==> src/board_strap_pkg.sv <==
// Shared constants and carrier types for the board strap decoder
`default_nettype none
package board_strap_pkg;

  // ==========================================================
  // Backplane base addresses (22-bit, fixed by the ID switch and the base jumper)
  localparam logic [21:0] BASE_LOW_FITTED   = 22'h3f_e040;
  localparam logic [21:0] BASE_LOW_REMOVED  = 22'h3f_e440;
  localparam logic [21:0] BASE_HIGH_FITTED  = 22'h3f_fb00;
  localparam logic [21:0] BASE_HIGH_REMOVED = 22'h3f_ff00;
  localparam logic [21:0] ADDR_MASK_16      = 22'h00_ffff;
  localparam logic [21:0] ADDR_MASK_18      = 22'h03_ffff;
  localparam logic [21:0] ADDR_MASK_22      = 22'h3f_ffff;
  localparam logic [4:0]  BASE_STEP_PAD     = 5'h00;
  localparam logic [12:0] BASE_STEP_ZEROS   = 13'h0000;

  // ==========================================================
  // ID switch groups
  localparam logic [3:0] ID_FIRST_IOP  = 4'h2;
  localparam logic [3:0] ID_FIRST_HIGH = 4'h8;

  // ==========================================================
  // Boot selector positions, low three bits (8-15 mirror 0-7)
  localparam logic [2:0] POS_USER_PLAIN = 3'h0;
  localparam logic [2:0] POS_USER_TEST  = 3'h1;
  localparam logic [2:0] POS_USER_CHK   = 3'h2;
  localparam logic [2:0] POS_TAPE_BOOT  = 3'h3;
  localparam logic [2:0] POS_MONITOR    = 3'h4;
  localparam logic [2:0] POS_MBX_TEST   = 3'h5;
  localparam logic [2:0] POS_MBX_NOTEST = 3'h6;
  localparam logic [2:0] POS_TEST_LOOP  = 3'h7;

  // ==========================================================
  // Width jumper codes, status layout, checksum seed
  localparam logic [1:0]  WIDTH_JMP_22   = 2'h3;
  localparam logic [1:0]  WIDTH_JMP_18   = 2'h2;
  localparam logic [3:0]  STATUS_LOW_RSV = 4'h0;
  localparam logic [15:0] CHECKSUM_SEED  = 16'h0000;

  typedef enum logic [2:0] {
    ACT_USER_PROM,
    ACT_TAPE_BOOT,
    ACT_MONITOR,
    ACT_AWAIT_MAILBOX,
    ACT_SELFTEST_LOOP
  } boot_action_t;

  typedef enum logic [1:0] {
    AW_16,
    AW_18,
    AW_22
  } addr_width_t;

  typedef struct packed {
    logic [3:0] boot_sel;
    logic [3:0] id_sel;
    logic [1:0] width_jmp;
    logic       base_jmp;
    logic       dma_a_jmp;
    logic       dma_b_jmp;
    logic       dma_pio_jmp;
    logic       break_jmp;
    logic       monitor_jmp;
    logic       prom16_jmp;
  } strap_t;

  typedef struct packed {
    boot_action_t action;
    logic         all_selftests;
    logic         selftest_loop;
    logic         loopback_expected;
    logic         user_checksum;
    logic         user_sizing;
    logic         prom_high;
    logic         user_special;
    logic         firmware_special;
    logic         run_firmware;
    logic         break_en;
    logic         dma_a_en;
    logic         dma_b_en;
    logic         dma_pio_en;
    logic         dma_conflict;
  } board_cfg_t;

  typedef struct packed {
    logic        io_processor_mode;
    addr_width_t width;
    logic [3:0]  id_pos;
    logic [21:0] base;
  } bus_cfg_t;

endpackage
`default_nettype wire

==> src/board_strap_config_decoder.sv <==
// Board strap decoder: latches switches and jumpers, drives configuration
//
// Notes on behaviour
// [RULE1] Boot selector code appears in status bits 7 to 4.
// [RULE2] Boot selector has sixteen positions; matters only when firmware runs.
// [RULE3] Special interrupts go to user code for 8-15, firmware for 0-7; the code routes positions 7 and 15 to neither.
// [RULE4] User-handled halt or init leaves the application running.
// [RULE5] PROM maps low for positions 0,1,2,8,9,10, else high.
// [RULE6] 0/8 no tests; 1/9 all tests; 2/10 also user PROM checksum.
// [RULE7] 3/11 run all tests then tape boot over console serial unit.
// [RULE8] 4/12 enter console monitor with no selftests.
// [RULE9] 5,6,13,14 await mailbox word zero; 5/13 test first, 6/14 not.
// [RULE10] 7/15 loop all selftests, no boot; loopback plugs expected.
// [RULE11] Expected checksum is the word at the PROM's highest address.
// [RULE12] Checksum starts at zero: add word, drop carry, rotate left one.
// [RULE13] Backplane addressing is 16, 18 or 22 bits by jumpers.
// [RULE14] ID 0 or 1 disables backplane: standalone processor.
// [RULE15] ID 2-7 base 17760100 or 17762100 octal plus 40 per step.
// [RULE16] ID 8-15 base 17775400 or 17777400 octal plus 40 per step.
// [RULE17] 16 or 18 bit addressing keeps only the low base bits.
// [RULE18] DMA 0 from serial A; DMA 1 from serial B or parallel port A.
// [RULE19] Configurer enables at most two DMA sources at once.
// [RULE20] Break from console serial unit enters monitor only when enabled.
// [RULE21] Monitor strap fitted: no firmware at power-up, selector ignored.
// [RULE22] 16-bit PROM strap: skip user PROM checksum and sizing.
// [RULE23] ID 2 to 15 select I/O processor mode on the backplane.
// [RULE24] All straps are latched after each reset and held until next.
`default_nettype none
module board_strap_config_decoder (
  input  wire logic                      mclk,          // 10 MHz clock
  input  wire logic                      rst_n,         // Sync reset
  input  wire board_strap_pkg::strap_t   straps,        // Switches, jumpers
  input  wire logic                      serial_a_req,  // DMA req, ser A
  input  wire logic                      serial_b_req,  // DMA req, ser B
  input  wire logic                      pio_a_req,     // DMA req, par A
  input  wire logic                      break_rx,      // Console break
  input  wire logic                      halt_line,     // Backplane halt
  input  wire logic                      init_line,     // Backplane init
  input  wire logic                      chk_start,     // Clear checksum
  input  wire logic                      chk_word_valid, // PROM word here
  input  wire logic                      chk_word_last, // Highest address
  input  wire logic [15:0]               chk_word,      // PROM word
  output logic                           config_valid,  // Straps latched
  output logic [7:0]                     board_status,  // Status register
  output board_strap_pkg::board_cfg_t    board_cfg,     // Boot behaviour
  output board_strap_pkg::bus_cfg_t      bus_cfg,       // Backplane setup
  output logic                           dma_ch0_req,   // To DMA engine
  output logic                           dma_ch1_req,   // To DMA engine
  output logic                           break_to_monitor, // Enter monitor
  output logic                           special_to_user,  // Pulse
  output logic                           special_to_firmware, // Pulse
  output logic [15:0]                    chk_sum,       // Running sum
  output logic                           chk_done,      // Pulse
  output logic                           chk_ok         // Sum matched
);

  // ==========================================================
  // Strap sampling and latch
  // One sampling stage before the latch, so the latched copy never
  // sees a switch that was still moving during the reset edge.
  board_strap_pkg::strap_t strap_q;
  logic                    armed;

  always_ff @(posedge mclk) begin
    if (!rst_n) begin
      strap_q <= '0;
      armed   <= 1'b0;
    end else begin
      strap_q <= straps;
      armed   <= 1'b1;
    end
  end

  wire logic capture = armed & ~config_valid; // see [RULE24]

  // ==========================================================
  // Boot selector decode
  wire logic [2:0] sel_pos   = strap_q.boot_sel[2:0]; // see [RULE2]
  wire logic       sel_upper = strap_q.boot_sel[3];
  wire logic       monitor_strap = strap_q.monitor_jmp;

  wire logic pos_user = (sel_pos == board_strap_pkg::POS_USER_PLAIN) |
                        (sel_pos == board_strap_pkg::POS_USER_TEST) |
                        (sel_pos == board_strap_pkg::POS_USER_CHK);
  wire logic pos_mbx  = (sel_pos == board_strap_pkg::POS_MBX_TEST) |
                        (sel_pos == board_strap_pkg::POS_MBX_NOTEST);
  wire logic pos_loop = (sel_pos == board_strap_pkg::POS_TEST_LOOP);

  // Which positions run the full selftest set
  wire logic pos_tests = (sel_pos == board_strap_pkg::POS_USER_TEST) |
                         (sel_pos == board_strap_pkg::POS_USER_CHK) |
                         (sel_pos == board_strap_pkg::POS_TAPE_BOOT) |
                         (sel_pos == board_strap_pkg::POS_MBX_TEST) |
                         pos_loop; // see [RULE6] [RULE7] [RULE9] [RULE10]

  board_strap_pkg::boot_action_t sel_action;

  always_comb begin
    sel_action = board_strap_pkg::ACT_USER_PROM; // see [RULE6]
    if (sel_pos == board_strap_pkg::POS_TAPE_BOOT) begin
      sel_action = board_strap_pkg::ACT_TAPE_BOOT; // see [RULE7]
    end else if (sel_pos == board_strap_pkg::POS_MONITOR) begin
      sel_action = board_strap_pkg::ACT_MONITOR; // see [RULE8]
    end else if (pos_mbx) begin
      sel_action = board_strap_pkg::ACT_AWAIT_MAILBOX; // see [RULE9]
    end else if (pos_loop) begin
      sel_action = board_strap_pkg::ACT_SELFTEST_LOOP; // see [RULE10]
    end
  end

  // Monitor strap overrides the selector for power-up behaviour only
  wire board_strap_pkg::boot_action_t next_action =
    monitor_strap ? board_strap_pkg::ACT_MONITOR : sel_action; // see [RULE21]
  wire logic next_tests = pos_tests & ~monitor_strap; // see [RULE21]
  wire logic next_loop  = pos_loop & ~monitor_strap;
  wire logic next_chk   = next_tests & ~strap_q.prom16_jmp &
    (sel_pos == board_strap_pkg::POS_USER_CHK); // see [RULE6] [RULE22]

  board_strap_pkg::board_cfg_t next_board_cfg;

  always_comb begin
    next_board_cfg                   = '0;
    next_board_cfg.action            = next_action;
    next_board_cfg.all_selftests     = next_tests;
    next_board_cfg.selftest_loop     = next_loop; // see [RULE10]
    next_board_cfg.loopback_expected = next_loop;
    next_board_cfg.user_checksum     = next_chk;
    next_board_cfg.user_sizing       = ~strap_q.prom16_jmp; // see [RULE22]
    next_board_cfg.prom_high         = ~pos_user; // see [RULE5]
    next_board_cfg.user_special      = sel_upper & ~pos_loop; // see [RULE3]
    next_board_cfg.firmware_special  = ~sel_upper & ~pos_loop;
    next_board_cfg.run_firmware      = ~monitor_strap; // see [RULE21]
    next_board_cfg.break_en          = strap_q.break_jmp;
    next_board_cfg.dma_a_en          = strap_q.dma_a_jmp;
    next_board_cfg.dma_b_en          = strap_q.dma_b_jmp;
    next_board_cfg.dma_pio_en        = strap_q.dma_pio_jmp;
    // Both channel-1 sources fitted is unsupported; flagged, OR-ed below
    next_board_cfg.dma_conflict      = strap_q.dma_b_jmp &
                                       strap_q.dma_pio_jmp; // see [RULE19]
  end

  // ==========================================================
  // Backplane address decode
  wire logic [3:0] id_pos   = strap_q.id_sel;
  wire logic       id_iop   = (id_pos >= board_strap_pkg::ID_FIRST_IOP);
  wire logic       id_high  = (id_pos >= board_strap_pkg::ID_FIRST_HIGH);
  wire logic [3:0] id_first = id_high ? board_strap_pkg::ID_FIRST_HIGH :
                                        board_strap_pkg::ID_FIRST_IOP;
  wire logic [3:0] id_step  = id_pos - id_first;

  wire logic [21:0] group_base =
    id_high ? (strap_q.base_jmp ? board_strap_pkg::BASE_HIGH_FITTED :
                                  board_strap_pkg::BASE_HIGH_REMOVED) :
              (strap_q.base_jmp ? board_strap_pkg::BASE_LOW_FITTED :
                                  board_strap_pkg::BASE_LOW_REMOVED);

  wire logic [21:0] step_offset = {board_strap_pkg::BASE_STEP_ZEROS,
                                   id_step, board_strap_pkg::BASE_STEP_PAD};
  wire logic [21:0] full_base = group_base + step_offset; // see [RULE15] [RULE16]

  wire board_strap_pkg::addr_width_t next_width =
    (strap_q.width_jmp == board_strap_pkg::WIDTH_JMP_22) ?
      board_strap_pkg::AW_22 :
    (strap_q.width_jmp == board_strap_pkg::WIDTH_JMP_18) ?
      board_strap_pkg::AW_18 : board_strap_pkg::AW_16; // see [RULE13]

  wire logic [21:0] width_mask =
    (next_width == board_strap_pkg::AW_22) ? board_strap_pkg::ADDR_MASK_22 :
    (next_width == board_strap_pkg::AW_18) ? board_strap_pkg::ADDR_MASK_18 :
                                             board_strap_pkg::ADDR_MASK_16;

  board_strap_pkg::bus_cfg_t next_bus_cfg;

  always_comb begin
    next_bus_cfg                   = '0;
    next_bus_cfg.io_processor_mode = id_iop; // see [RULE14] [RULE23]
    next_bus_cfg.width             = next_width;
    next_bus_cfg.id_pos            = id_pos;
    // Standalone boards decode no base at all
    next_bus_cfg.base = id_iop ? (full_base & width_mask) : '0; // see [RULE17]
  end

  always_ff @(posedge mclk) begin
    if (!rst_n) begin
      config_valid <= 1'b0;
      board_status <= 8'h00;
      board_cfg    <= '0;
      bus_cfg      <= '0;
    end else if (capture) begin
      config_valid <= 1'b1;
      board_status <= {strap_q.boot_sel,
                       board_strap_pkg::STATUS_LOW_RSV}; // see [RULE1]
      board_cfg    <= next_board_cfg;
      bus_cfg      <= next_bus_cfg;
    end
  end

  // ==========================================================
  // Live request routing
  logic halt_q;
  logic init_q;

  wire logic special_evt = (halt_line & ~halt_q) | (init_line & ~init_q);
  wire logic special_ok  = config_valid & bus_cfg.io_processor_mode;

  // User handling raises an event and never stops the application
  wire logic next_to_user = special_evt & special_ok &
                            board_cfg.user_special; // see [RULE3] [RULE4]
  wire logic next_to_fw   = special_evt & special_ok &
                            board_cfg.firmware_special; // see [RULE3]
  wire logic next_ch0 = config_valid & board_cfg.dma_a_en &
                        serial_a_req; // see [RULE18]
  wire logic next_ch1 = config_valid &
    ((board_cfg.dma_b_en & serial_b_req) |
     (board_cfg.dma_pio_en & pio_a_req)); // see [RULE18]
  wire logic next_break = config_valid & board_cfg.break_en &
                          break_rx; // see [RULE20]

  always_ff @(posedge mclk) begin
    if (!rst_n) begin
      halt_q              <= 1'b0;
      init_q              <= 1'b0;
      special_to_user     <= 1'b0;
      special_to_firmware <= 1'b0;
      dma_ch0_req         <= 1'b0;
      dma_ch1_req         <= 1'b0;
      break_to_monitor    <= 1'b0;
    end else begin
      halt_q              <= halt_line;
      init_q              <= init_line;
      special_to_user     <= next_to_user;
      special_to_firmware <= next_to_fw;
      dma_ch0_req         <= next_ch0;
      dma_ch1_req         <= next_ch1;
      break_to_monitor    <= next_break;
    end
  end

  // ==========================================================
  // PROM checksum engine
  // The highest word is compared, not summed; start wins over a word.
  wire logic [15:0] chk_add = chk_sum + chk_word; // see [RULE12]
  wire logic [15:0] chk_rot = {chk_add[14:0], chk_add[15]}; // see [RULE12]
  wire logic chk_accum = chk_word_valid & ~chk_word_last & ~chk_start;
  wire logic chk_final = chk_word_valid & chk_word_last & ~chk_start;

  always_ff @(posedge mclk) begin
    if (!rst_n) begin
      chk_sum  <= board_strap_pkg::CHECKSUM_SEED;
      chk_done <= 1'b0;
      chk_ok   <= 1'b0;
    end else begin
      chk_done <= chk_final;
      if (chk_start) begin
        chk_sum <= board_strap_pkg::CHECKSUM_SEED; // see [RULE12]
        chk_ok  <= 1'b0;
      end else if (chk_accum) begin
        chk_sum <= chk_rot;
      end else if (chk_final) begin
        chk_ok <= (chk_sum == chk_word); // see [RULE11]
      end
    end
  end
endmodule
`default_nettype wire

==> config.mk <==
export PLATFORM = sky130hd
export DESIGN_NAME = board_strap_config_decoder
export DESIGN_NICKNAME = d
export VERILOG_FILES = /design/src/board_strap_pkg.sv /design/src/board_strap_config_decoder.sv
export SDC_FILE = /design/constraint.sdc
export NUM_CORES = 1
export LEC_CHECK = 0
export ABC_AREA = 1
export BUFFER_PORTS_ARGS = -buffer_cell sky130_fd_sc_hd__buf_4
export CORE_MARGIN = 3
export CORE_UTILIZATION = 52
export CTS_CLUSTER_SIZE = 30
export DETAILED_ROUTE_END_ITERATION = 8
export PLACE_DENSITY = 0.81
export SYNTH_ARGS = -nofsm -noshare
export SYNTH_HDL_FRONTEND = slang
export SYNTH_SLANG_ARGS = --single-unit
==> constraint.sdc <==
create_clock -name mclk -period 2 [get_ports mclk]
set_clock_uncertainty 0.1 [all_clocks]
set_input_delay 0.3 -clock mclk [delete_from_list [all_inputs] [get_ports mclk]]
set_output_delay 0.3 -clock mclk [all_outputs]
set_load 0.005 [all_outputs]
# After elaboration in Yosys (flattened, before gate mapping)
# Cells that the tools add are included.
# W data, S select, Z words.
# word_totals
input_bits,44
output_inout_bits,78
regBits,93
elab_cells,123
# op_classes
n_eq_ne,12
bitwise_logic,47
magnitude_cmp,2
addsub,3
n_reduce_logical,3
mux,15
# op_table
op,count
$mux W22,2
$and A1 B1 Y1,25
$and A22 B22 Y22,1
$mux W11,2
$mux W18,1
$add A16 B16 Y16,1
$eq A16 B16 Y1,1
$add A14 B10 Y15,1
$mux W3,5
$mux W13,1
$eq A3 B3 Y1 const B,4
$not A1 Y1,12
$or A1 B1 Y1,9
$eq A2 B2 Y1 const B,3
$eq A3 B2 Y1 const B,2
$ge A4 B2 Y1 const B,1
$ge A4 B4 Y1 const B,1
$mux W4,1
$sub A4 B4 Y4,1
$eq A3 B1 Y1 const B,1
$logic_not A3 Y1,1
$eq A2 B1 Y1 const B,1
$mux W1,2
$mux W2,1
2 further kinds,2

# Longest topological paths before layout
# Gate-level depths: netlist of run 1.
# depth
depth_word,8
depth_mapped,12
ltp_nobuf,12

# Least setup slack after synthesis of run 1
# OpenSTA, ideal clock, no wires.
# synth_timing
path_kind,register -> register
startpoint,register chk_sum[0]
endpoint,register chk_sum[13]
path_slack_ps,312
synth_period_minus_slack_ps,1688
required_time_ps,1791
t_arrival_ps,1479
path_stages_with_launch,12
setup_time_ps,109
n_path_buf,0
path_cell_list,dfxtp_1 ha_1 fa_1 nand2_1 nand2_1 and2_4 nand3_1 nand3_1 nand2_1 nand3_1 nand2_1 inv_1
# synth_between
elab_chain_cells,1
# synth_lines
element,line,text
"start, declared",board_strap_config_decoder.sv:52,"output logic [15:0] chk_sum,"
"start signal, assigned",board_strap_config_decoder.sv:249,chk_sum <= board_strap_pkg::CHECKSUM_SEED;
"start signal, assigned",board_strap_config_decoder.sv:255,chk_sum <= board_strap_pkg::CHECKSUM_SEED;
"start signal, assigned",board_strap_config_decoder.sv:258,chk_sum <= chk_rot;
$add A16 B16 Y16,board_strap_config_decoder.sv:242,wire logic [15:0] chk_add = chk_sum + chk_word;
# Every way passes these cells.
# A chain may end at the register's enable or synchronous reset.

# Final worst setup path of run 1
# layout_timing
startpoint,"register strap_q, in the netlist id_pos[3]"
endpoint,register bus_cfg[20] (netlist name)
# layout_between
elab_chain_cells,6
word_cells_on_any_way,8
classes_between,add/sub: 2; order compare: 2; mux: 3; bitwise: 1
# layout_lines
element,line,text
"start, declared",board_strap_config_decoder.sv:61,board_strap_pkg::strap_t strap_q;
"start signal, assigned",board_strap_config_decoder.sv:69,strap_q <= straps;
$ge A4 B4 Y1,board_strap_config_decoder.sv:146,wire logic id_high = (id_pos >= board_strap_pkg::ID_FIRST_HIGH);
$mux W4,board_strap_config_decoder.sv:147,wire logic [3:0] id_first = id_high ? board_strap_pkg::ID_FIRST_HIGH :
$sub A4 B4 Y4,board_strap_config_decoder.sv:149,wire logic [3:0] id_step = id_pos - id_first;
$add A14 B10 Y15,board_strap_config_decoder.sv:159,wire logic [21:0] full_base = group_base + step_offset;
$and A22 B22 Y22,board_strap_config_decoder.sv:180,next_bus_cfg.base = id_iop ? (full_base & width_mask) : '0;
$mux W22 (*),board_strap_config_decoder.sv:180,
"end signal, assigned",board_strap_config_decoder.sv:194,bus_cfg <= next_bus_cfg;
"end, declared",board_strap_config_decoder.sv:46,"output board_strap_pkg::bus_cfg_t bus_cfg,"
# Every way passes the cells marked *; elsewhere a longest branch is shown, timed or not.

==> Implementation_results.wiki, run 1 <==
{| class="wikitable"
! Metric !! Value
|-
| Run status || complete, no violations
|-
| Port Buffer Count || 112
|-
| First-iteration detailed-routing DRC count || 174
|-
| Synthesized area divided by synthesized cell count || 6.951 um2
|-
| Max_slew headroom || 55.14%
|-
| Fraction of final layout cells with drive strength greater than 1 || 21.68%
|-
| Root Buffer Master || clkbuf_8
|-
| Pin count of the biggest net entering global routing || 28
|-
| Share of synthesized registers carrying an async set or reset || 0%
|-
| Area of placed instances || 4893 um2
|-
| I/O pin total || 122
|-
| Arrival time at the worst endpoint || 2.02 ns
|-
| Most area-hungry cell type in the Yosys netlist || dfxtp_1
|-
| Power density over the cells || 702.1 nW/um2
|-
| Distinct cell type count after synthesis || 38
|-
| Number of global-route vias before repair || 3693
|-
| Number of inserted diodes || 0
|-
| Buffer and inverter count on the worst path || 1
|-
| Number of nets with antenna violations after routing || 0
|-
| Post-cts hold buffer count || 0
|-
| Cell area after layout || 5099 um2
|-
| Core utilization of the finished layout || 69.19%
|-
| Unrepaired setup endpoints after global routing || no
|-
| GR Util met2 || 43.11%
|-
| Wire length per cell after detailed routing || 13.14 um
|-
| Overall Global Routing Usage || 23.70%
|-
| Routed WL || 10.40 mm
|-
| Total number of placement rows || 31
|-
| First-pass DRT Iterations || 5
|-
| Data required time of the critical path || 2.18 ns
|-
| Initial core utilization || 54.70%
|-
| Wire length of the first global-routing pass || 16.62 mm
|-
| Synth area leaders || dfxtp_1 41%, nand2_1 15%, inv_1 8.5%
|-
| Gate count of the mapped netlist || 580
|-
| Critical-path maximum fanout || 6
|-
| Setup-failing EPs final || 0
|-
| Final #Nets || 751
|-
| Area of the die || 8845 um2
|-
| Highest Clock Rate || 543.4 MHz
|-
| Library cell contributing the largest single delay on the critical path || dfxtp_2
|-
| Family of cells with the greatest summed delay on the critical path || simple AND/OR/NAND/NOR gates
|-
| Sequential share of the synthesized area || 41.22%
|-
| Core Area || 7370 um2
|-
| Setup Crit Path Kind || flop to flop
|-
| Post-synthesis to final-layout area growth || 26.47%
|-
| Area share of the largest cell type after synthesis || 41.22%
|-
| CTS tree || done
|-
| Last weighted congestion value of the routability-driven placer || 0.9232
|-
| Fillers || 631
|-
| Hpwl dp || 7.682 mm
|-
| Worst Hold Class || primary input to flop
|-
| Hold violation count in the final report || 0
|-
| CTS clk-pin slew, worst paths || 0.09 ns
|-
| Count of pins over their slew limit || 0
|-
| Top_reg_cell synth || dfxtp_1
|-
| Worst-skew pair later-pin latency || 0.35 ns
|-
| Clock buffer count from CTS || 9
|-
| Synthesized cell area || 4031 um2
|-
| Worst Tran Pin Value || 0.6712 ns
|-
| Synth warn || 0
|-
| Top library cells by usage in the layout, fill and taps aside || 156 x nand2_1, 119 x buf_4, 91 x inv_1, 82 x dfxtp_1, 63 x nor2_1
|-
| Worst-path cell chain || nor2_1 -> ha_1 -> inv_1 -> ha_1 -> nand2_1 -> nand2_1 -> nand2_1 -> nand2_1 -> or2_2 -> a21oi_1
|-
| Vias after detailed routing || 3931
|-
| Top cell by count, worst path || nand2_1
|-
| Shortest period the worst path allows || 1.840 ns
|-
| Category of the worst setup path capture point || flop
|-
| Clock tree buffer depth || 2
|-
| Setup crit start kind || flop
|-
| Setup TNS || 0 ns
|-
| Delay of the slowest cell on the worst path || 0.39 ns
|-
| Register area || 1663 um2
|-
| Die Wd || 94.05 um
|-
| # DRC || 0
|-
| Height of the die || 94.05 um
|-
| GR peak layer || met2
|-
| Clock sink total || 83
|-
| Deepest level of the CTS H-tree || 3
|-
| Max-cap violations || 0
|-
| Number of flops mapped to enable cells by yosys || 0
|-
| Max rail drop VDD || 0.0004999 V
|-
| Most frequent standard cell in the layout excluding fill and tap cells || nand2_1
|-
| Final total power || 3.580 mW
|-
| Vias/cell || 4.970
|-
| Total gr overflow || 0
|-
| Leak Pwr || 2.752 nW
|-
| Global Route met1 Usage || 27.18%
|-
| Number of synthesized register bits || 83
|-
| Met3 demand-to-capacity share in global routing || 4.728%
|-
| Area of combinational cells with multiple inputs || 1867 um2
|-
| Part of the cycle the worst path needs || 92.01%
|-
| Antenna violations before repair || 0
|}
through the flow:
stage,worst slack [ns],hold WS (ns),std cells
after floorplan,0.3118,0.2277,588
after global placement,0.07695,0.3210,775
after detailed placement,0.05740,0.3253,775
after CTS,0.09396,0.01591,791
after global routing,0.01908,0.01686,791
final,0.1598,0.02354,791
report_power, final:
group | internal, mW | leakage (nW) | total, mW | switching, mW
Clock | 0.589 | 0.0935 | 1.24 | 0.649
Combinational | 0.249 | 1.98 | 0.558 | 0.309
Sequential | 1.73 | 0.681 | 1.78 | 0.0552
Total | 2.57 | 2.75 | 3.58 | 1.01
routing by layer:
| layer | up-vias | part of all wire (%) |
|---|---|---|
| met2 | 144 | 51 |
| met5 | - | 0 |
| li1 | 1972 | - |
| met1 | 1797 | 40 |
| met4 | 0 | 1.7 |
| met3 | 18 | 6.7 |
synthesized netlist by cell type, drive strengths merged (4+ instances only):
library cell / number
or2: 4
a21oi: 44
o21ai: 21
nor3: 6
dfxtp: 83
clkbuf: 5
buf: 26
xor2: 5
ha: 19
nand4: 4
inv: 92
nand2: 160
nand3: 27
nor2: 67
timing repair:
| action | in CTS | in global routing |
|---|---|---|
| setup endpoints to repair | 0 | 4 |
| setup buffers | 0 | 0 |
| resized for setup | 0 | 4 |
path summary, 6_finish.rpt:
check	start	endpoint	slack, ns	cells past startpoint
max	id_pos[3]	bus_cfg[20]	0.16	10
min	straps[2]	next_board_cfg[4]	0.02	3
max reg2reg	id_pos[3]	bus_cfg[20]	0.16	10
min reg2reg	board_cfg[3]	dma_ch0_req	0.36	2
cells by family after synthesis:
kind of cell	share of synthesized area, %
xor+xnor	1.521
compound gates	8.970
fa+ha+maj	6.394
simple gates	28.46
other cells	0.09302
buf+inv	13.35
flops	41.22
layout make-up:
type	instances	area share, %
Tap cell	99	2.429
Sequential cell	83	32.61
Inverter	94	6.920
Clock inverter	6	1.399
Clock buffer	10	2.503
Timing Repair Buffer	119	17.52
Multi-Input combinational cell	380	36.61
registers in the layout (all words and copies together), names as in the netlist, 3 cells and up:
| name | flops |
|---|---|
| sel_pos | 3 |
| bus_cfg | 19 |
| id_pos | 4 |
| board_cfg | 16 |
| next_board_cfg | 4 |
| chk_sum | 16 |
| board_status | 4 |
| strap_q | 4 |
worst register-to-register path, stage by stage, from the launching register on:
cell,delay (ns)
dfxtp_2,0.39
nor2_1,0.07
ha_1,0.27
inv_1,0.05
ha_1,0.21
nand2_1,0.07
nand2_1,0.07
nand2_1,0.07
nand2_1,0.07
or2_2,0.28
a21oi_1,0.12
(Power assumes the default switching activity.)
==> run 2: changes to the inputs <==
--- a/config.mk
+++ b/config.mk
@@ -8,10 +8,11 @@
 export ABC_AREA = 1
 export BUFFER_PORTS_ARGS = -buffer_cell sky130_fd_sc_hd__buf_4
 export CORE_MARGIN = 3
-export CORE_UTILIZATION = 52
+export CORE_UTILIZATION = 53
+export CTS_BUF_LIST = sky130_fd_sc_hd__clkbuf_8
 export CTS_CLUSTER_SIZE = 30
 export DETAILED_ROUTE_END_ITERATION = 8
-export PLACE_DENSITY = 0.81
+export PLACE_DENSITY = 0.82
 export SYNTH_ARGS = -nofsm -noshare
 export SYNTH_HDL_FRONTEND = slang
 export SYNTH_SLANG_ARGS = --single-unit
==> run 2 against run 1 <==
Via count decreased by 1.2%. Sequential cell count unchanged. Global-route usage decreased by 0.23 points. Sequential share of layout area about the same. Wire length decreased by 3.8%. Register-to-register slack got worse by 0.03 ns. Largest cell class unchanged. Largest power group unchanged.
==> Implementation_results.wiki, run 2 (synthesis gave the netlist of run 1 again) <==
{| class="wikitable"
! Metric !! Value
|-
| # DRC || 0 (unchanged)
|-
| Last weighted congestion value of the routability-driven placer || 0.9265 (+0.36%)
|-
| Routed WL || 10.00 mm (-3.8%)
|-
| Unrepaired setup endpoints after global routing || no
|-
| Antenna violations before repair || 0 (unchanged)
|-
| Flop-to-flop setup slack || 0.13 ns (-0.03 ns)
|-
| Number of global-route vias before repair || 3633 (-1.6%)
|-
| CTS tree || done
|-
| Placed instance count || 777 (+0.26%)
|-
| Power density over the cells || 686.6 nW/um2 (-2.2%)
|-
| Run status || complete, no violations
|-
| Buffer and inverter count on the worst path || 1 (unchanged)
|-
| Final std cells w/o fill || 793 (+0.25%)
|-
| Count of pins over their slew limit || 0 (unchanged)
|-
| Wire length per cell after detailed routing || 12.61 um (-4.0%)
|-
| Die Wd || 93.22 um (-0.89%)
|-
| Port Buffer Count || 112 (unchanged)
|-
| Max-cap violations || 0 (unchanged)
|-
| Library cell contributing the largest single delay on the critical path || dfxtp_2
|-
| R2R cell count || 10 (unchanged)
|-
| Category of the worst setup path capture point || flop
|-
| CTS clk-pin slew, worst paths || 0.09 ns (about the same)
|-
| Top library cells by usage in the layout, fill and taps aside || 157 x nand2_1, 121 x buf_4, 91 x inv_1, 81 x dfxtp_1, 63 x nor2_1
|-
| Post-synthesis to final-layout area growth || 26.60% (about the same)
|-
| Buffers inserted during post-CTS setup optimization || 0 (unchanged)
|-
| Shortest period the worst path allows || 1.865 ns (+0.02508 ns)
|-
| Clock tree buffer depth || 2 (unchanged)
|-
| Setup crit start kind || flop
|-
| Delay of the slowest cell on the worst path || 0.40 ns (about the same)
|-
| Final total power || 3.504 mW (-2.1%)
|-
| Overall Global Routing Usage || 23.47% (-0.23 points)
|-
| Height of the die || 93.22 um (-0.89%)
|-
| Deepest level of the CTS H-tree || 3 (unchanged)
|-
| First-iteration detailed-routing DRC count || 122 (-30%)
|-
| Setup TNS || 0 ns (unchanged)
|-
| Family of cells with the greatest summed delay on the critical path || simple AND/OR/NAND/NOR gates
|-
| Number of nets with antenna violations after routing || 0 (unchanged)
|-
| Vias after detailed routing || 3883 (-1.2%)
|-
| Beginning of the worst hold path || straps[2]
|-
| Setup Crit Path Kind || flop to flop
|-
| Fillers || 627 (-0.63%)
|-
| Number of inserted diodes || 0 (unchanged)
|-
| Total gr overflow || 0 (unchanged)
|-
| Part of the cycle the worst path needs || 93.26% (+1.3 points)
|-
| Register bank with the most flops || bus_cfg
|-
| Vias/cell || 4.897 (-1.5%)
|-
| Worst hold endpoint || next_board_cfg[4]
|-
| Setup-failing EPs final || 0 (unchanged)
|-
| Final #Nets || 753 (+0.27%)
|-
| Post-Route Hold Slack || 0.01550 ns (-0.008046 ns)
|-
| Highest Clock Rate || 536.1 MHz (-1.3%)
|-
| Start of the worst register-to-register path || id_pos[3]
|-
| Endpoint of the lowest-slack register-to-register path || bus_cfg[20]
|-
| Fraction of final layout cells with drive strength greater than 1 || 22.05% (+0.37 points)
|-
| Most frequent standard cell in the layout excluding fill and tap cells || nand2_1
|-
| Worst-skew pair later-pin latency || 0.36 ns (about the same)
|-
| Wire length of the first global-routing pass || 16.34 mm (-1.7%)
|-
| Hold violation count in the final report || 0 (unchanged)
|-
| Root Buffer Master || clkbuf_8
|-
| Max rail drop VDD || 0.0006200 V (+24%)
|-
| Critical-path maximum fanout || 6 (unchanged)
|-
| Worst Tran Pin Value || 0.5842 ns (-0.08708 ns)
|-
| Clock sink total || 83 (unchanged)
|-
| Initial core utilization || 54.99% (+0.29 points)
|-
| Leak Pwr || 2.759 nW (+0.26%)
|-
| I/O pin total || 122 (unchanged)
|-
| Total number of placement rows || 31 (unchanged)
|-
| Worst-path cell chain || nor2_1 -> ha_1 -> inv_1 -> ha_1 -> nand2_1 -> nand2_1 -> nand2_1 -> nand2_1 -> or2_2 -> a21oi_1
|-
| Clock buffer count from CTS || 9 (unchanged)
|-
| Core Area || 7331 um2 (-0.53%)
|-
| First-pass DRT Iterations || 4 (-1)
|-
| Hpwl dp || 7.749 mm (+0.88%)
|-
| Data required time of the critical path || 2.19 ns (about the same)
|-
| Pin count of the biggest net entering global routing || 23 (-18%)
|-
| Registers with the highest flip-flop counts || bus_cfg x19, board_cfg x16, chk_sum x16
|-
| Worst Hold Class || primary input to flop
|-
| Top cell by count, worst path || nand2_1
|-
| Largest register FFs || 19 (unchanged)
|-
| Area of the die || 8689 um2 (-1.8%)
|-
| Worst hold stages || 3 (unchanged)
|-
| Arrival time at the worst endpoint || 2.05 ns (+0.03 ns)
|-
| Max_slew headroom || 60.82% (+5.7 points)
|}
==> run 2: power breakdown <==
group / switching, mW / total [mW] / internal (mW)
registers: 0.0536 / 1.78 / 1.73
logic: 0.306 / 0.559 / 0.253
clock network: 0.657 / 1.16 / 0.507
==> run 2: worst max path at each step <==
stage	startpoint	to	slack (ns)	cells after the start
floorplan	chk_sum[0]	chk_sum[13]	0.31	11
global placement	chk_word[0]	chk_sum[15]	0.08	13
detailed placement	chk_word[0]	chk_sum[15]	0.08	13
CTS	id_pos[3]	bus_cfg[20]	0.07	10
global route	id_pos[3]	bus_cfg[20]	0.00003	10
finish	id_pos[3]	bus_cfg[20]	0.13	10
==> run 2: final cells by class <==
type / instances / area, um2 / area share, %
clock buffers: 10 / 137.6 / 2.697
clock inverters: 6 / 52.55 / 1.030
inverters: 94 / 352.8 / 6.913
multi-input cells: 380 / 1864 / 36.53
flip-flops and latches: 83 / 1664 / 32.61
well taps: 99 / 123.9 / 2.427
repair buffers: 121 / 908.4 / 17.80
==> run 2: per-stage QoR <==
step | area [um2] | utilization, % | setup slack [ns]
after floorplan | 4061 | - | 0.3118
after global placement | 4908 | 66.96 | 0.08139
after detailed placement | 4908 | 66.96 | 0.08034
after CTS | 5099 | 69.55 | 0.06773
after global routing | 5104 | 69.62 | 0.00002642
final | 5104 | 69.62 | 0.1348
==> run 2: timing repair <==
action | CTS | global route
resized for setup | 0 | 3
setup endpoints to repair | 0 | 6
hold buffers | 0 | 0
==> run 2: tightest hold or removal path, cell delays in order <==
cell and delay [ns]:
buf_4 0.07, nand2_1 0.04, inv_1 0.04
==> run 2: per-layer routing <==
| metal | vias up | routed length (um) | global-route usage [%] | part of all wire, % |
|---|---|---|---|---|
| met5 | - | 0 | 0 | 0 |
| met3 | 12 | 697 | 6.034 | 7.0 |
| met1 | 1749 | 4276 | 29.36 | 43 |
| met4 | 0 | 156 | 7.448 | 1.6 |
| li1 | 1986 | - | - | - |
| met2 | 136 | 4870 | 39.53 | 49 |
==> run 3: changes to the inputs <==
==> constraint.sdc (replaced) <==
create_clock -name mclk -period 2 [get_ports mclk]
set_clock_uncertainty 0.1 [all_clocks]
set_input_delay 0.2 -clock mclk [delete_from_list [all_inputs] [get_ports mclk]]
set_output_delay 0.2 -clock mclk [all_outputs]
set_load 0.005 [all_outputs]
==> run 3 against run 2 <==
Critical path type unchanged. Design area grew 4.0%. Combinational power grew 7.9%. Core utilization grew 2.8 points. Global-route usage grew 2.4 points. Cell count grew 2.4%. Largest cell class unchanged. Worst hold slack lost 0.0051 ns. Die area is the same.
==> Implementation_results.wiki, run 3 (synthesis gave the netlist of run 1 again) <==
{| class="wikitable"
! Metric !! Value
|-
| Clock tree buffer depth || 2 (unchanged)
|-
| Fraction of final layout cells with drive strength greater than 1 || 20.90% (-1.1 points)
|-
| First-pass DRT Iterations || 5 (+1)
|-
| Core Area || 7331 um2 (unchanged)
|-
| Pin count of the biggest net entering global routing || 28 (+22%)
|-
| CTS clk-pin slew, worst paths || 0.09 ns (about the same)
|-
| Part of the cycle the worst path needs || 92.01% (-1.2 points)
|-
| Run status || complete, no violations
|-
| Total number of placement rows || 31 (unchanged)
|-
| Data required time of the critical path || 2.15 ns (-0.04 ns)
|-
| Post-synthesis to final-layout area growth || 31.63%
|-
| Vias/cell || 4.975 (+1.6%)
|-
| Overall Global Routing Usage || 25.91% (+2.4 points)
|-
| Setup Crit Path Kind || flop to flop
|-
| Port Buffer Count || 112 (unchanged)
|-
| Core utilization of the finished layout || 72.38% (+2.8 points)
|-
| Antenna violations before repair || 0 (unchanged)
|-
| Max-cap violations || 0 (unchanged)
|-
| Power density over the cells || 678.8 nW/um2 (-1.1%)
|-
| Final #Nets || 772 (+2.5%)
|-
| CTS tree || done
|-
| Height of the die || 93.22 um (unchanged)
|-
| Worst-path cell chain || ha_1 -> fa_2 -> nand2_1 -> nand2_1 -> nand3_1 -> nand2_1 -> nand2_1 -> nand2_1 -> nand2_1 -> nand3_1 -> nand2_1 -> inv_1
|-
| Wire length per cell after detailed routing || 13.77 um (+9.2%)
|-
| Number of inserted diodes || 0 (unchanged)
|-
| Unrepaired setup endpoints after global routing || no
|-
| Register bank with the most flops || bus_cfg
|-
| Final total power || 3.602 mW (+2.8%)
|-
| Count of pins over their slew limit || 0 (unchanged)
|-
| Largest register FFs || 19 (unchanged)
|-
| Area of placed instances || 4893 um2 (-0.31%)
|-
| First-iteration detailed-routing DRC count || 159 (+30%)
|-
| Shortest period the worst path allows || 1.840 ns (-0.02499 ns)
|-
| Clk pwr share || 33.8% (+0.6 points)
|-
| Deepest level of the CTS H-tree || 3 (unchanged)
|-
| Root Buffer Master || clkbuf_8
|-
| Setup TNS || 0 ns (unchanged)
|-
| Die Wd || 93.22 um (unchanged)
|-
| Initial core utilization || 54.99% (unchanged)
|-
| Worst-skew pair later-pin latency || 0.35 ns (about the same)
|-
| Number of global-route vias before repair || 3839 (+5.7%)
|-
| Clock buffer count from CTS || 9 (unchanged)
|-
| Registers with the highest flip-flop counts || bus_cfg x19, board_cfg x16, chk_sum x16
|-
| Part of the power in combinational logic || 16.7% (+0.7 points)
|-
| Worst Hold Class || primary input to flop
|-
| Post-Route Hold Slack || 0.01037 ns (-0.005126 ns)
|-
| Leak Pwr || 2.843 nW (+3.0%)
|-
| Area of the die || 8689 um2 (unchanged)
|-
| I/O pin total || 122 (unchanged)
|-
| Sequential power share || 49.5% (-1.3 points)
|-
| Vias after detailed routing || 4040 (+4.0%)
|-
| Wire length of the first global-routing pass || 17.74 mm (+8.6%)
|-
| Top library cells by usage in the layout, fill and taps aside || 157 x nand2_1, 119 x buf_4, 92 x inv_1, 82 x dfxtp_1, 63 x nor2_1
|-
| Hold violation count in the final report || 0 (unchanged)
|-
| Setup crit start kind || flop
|-
| Top cell by count, worst path || nand2_1
|-
| Highest Clock Rate || 543.4 MHz (+1.4%)
|-
| Library cell contributing the largest single delay on the critical path || dfxtp_1
|-
| Category of the worst setup path capture point || flop
|-
| Cell area after layout || 5306 um2 (+4.0%)
|-
| Number of nets with antenna violations after routing || 0 (unchanged)
|-
| Switch share || 28.12% (-0.88 points)
|-
| Fillers || 571 (-8.9%)
|-
| # DRC || 0 (unchanged)
|-
| Setup-failing EPs final || 0 (unchanged)
|-
| Delay of the slowest cell on the worst path || 0.34 ns (-0.06 ns)
|-
| Total gr overflow || 0 (unchanged)
|-
| Routed WL || 11.18 mm (+12%)
|-
| Arrival time at the worst endpoint || 2.00 ns (-0.05 ns)
|-
| Most frequent standard cell in the layout excluding fill and tap cells || nand2_1
|-
| Net load switching power || 1.013 mW (-0.35%)
|-
| Max rail drop VDD || 0.0004760 V (-23%)
|-
| Critical-path maximum fanout || 3 (-3)
|-
| Hpwl dp || 7.783 mm (+0.43%)
|-
| Last weighted congestion value of the routability-driven placer || 0.9397 (+1.4%)
|-
| Cell Int Power || 2.589 mW (+4.1%)
|-
| Clock sink total || 83 (unchanged)
|}
[run 3: cell count changes in the layout (fill, tap and decap cells not counted)]
cell and delta:
inv_1 +1, inv_6 -1, dfxtp_2 -1, clkbuf_8 -1, clkinv_4 +1, inv_8 -1, dlygate4sd3_1 +21, buf_4 -2
dfxtp_1 +1, o21ai_1 +1, o21ai_0 -1, bufinv_16 +1
[run 3: worst paths after layout]
check | start | endpoint | depth (start not counted) | slack, ns
worst max-delay path | chk_sum[0] | chk_sum[11] | 12 | 0.16
worst min-delay path | serial_a_req | dma_ch0_req | 3 | 0.01
worst max register to register | chk_sum[0] | chk_sum[11] | 12 | 0.16
worst min register to register | board_cfg[4] | break_to_monitor | 2 | 0.35
[run 3: critical path, delay by kind of cell, from the launching register on]
kind | cells | cell delay, ns
buffers and inverters | 1 | 0.04
AND/OR/NAND/NOR | 9 | 0.71
adder cells (fa/ha/maj) | 2 | 0.55
flip-flops | 1 | 0.34
[run 3: stage by stage]
stage	setup WS, ns	cells
CTS	0.1346	812
finish	0.1597	812
global placement	0.1983	775
floorplan	0.3118	588
detailed placement	0.1419	775
global route	0.04905	812
[run 3: power groups by stage]
stage	combinational (mW)	clock, mW	sequential (mW)
2_1_floorplan	0.328	0	1.81
5_1_grt	0.671	1.30	1.79
3_3_place_gp	0.542	0	1.81
3_5_place_dp	0.554	0	1.82
6_report	0.603	1.22	1.78
4_1_cts	0.594	1.23	1.78
[run 3: metal layers]
metal / GRT usage [%] / vias to the layer above / wire, um
met5: 0 / - / 0
met4: 11.48 / 0 / 289
met3: 4.747 / 24 / 722
met2: 45.71 / 161 / 5728
met1: 30.55 / 1838 / 4443
li1: - / 2017 / -
[run 3: area by class of cell]
type                            instances  area (um2)  share of cell area, %
Inverter                               94       352.8                  6.649
Multi-Input combinational cell        380        1864                  35.13
Clock inverter                          7       75.07                  1.415
Sequential cell                        83        1663                  31.34
Tap cell                               99       123.9                  2.334
Clock buffer                            9       123.9                  2.334
Timing Repair Buffer                  140        1104                  20.80
[run 3: repair_timing]
item	in CTS	in global routing
setup endpoints to repair	0	4
hold buffers	21	0
hold endpoints to repair	21	0
gates resized for setup	0	3
setup buffers	0	0
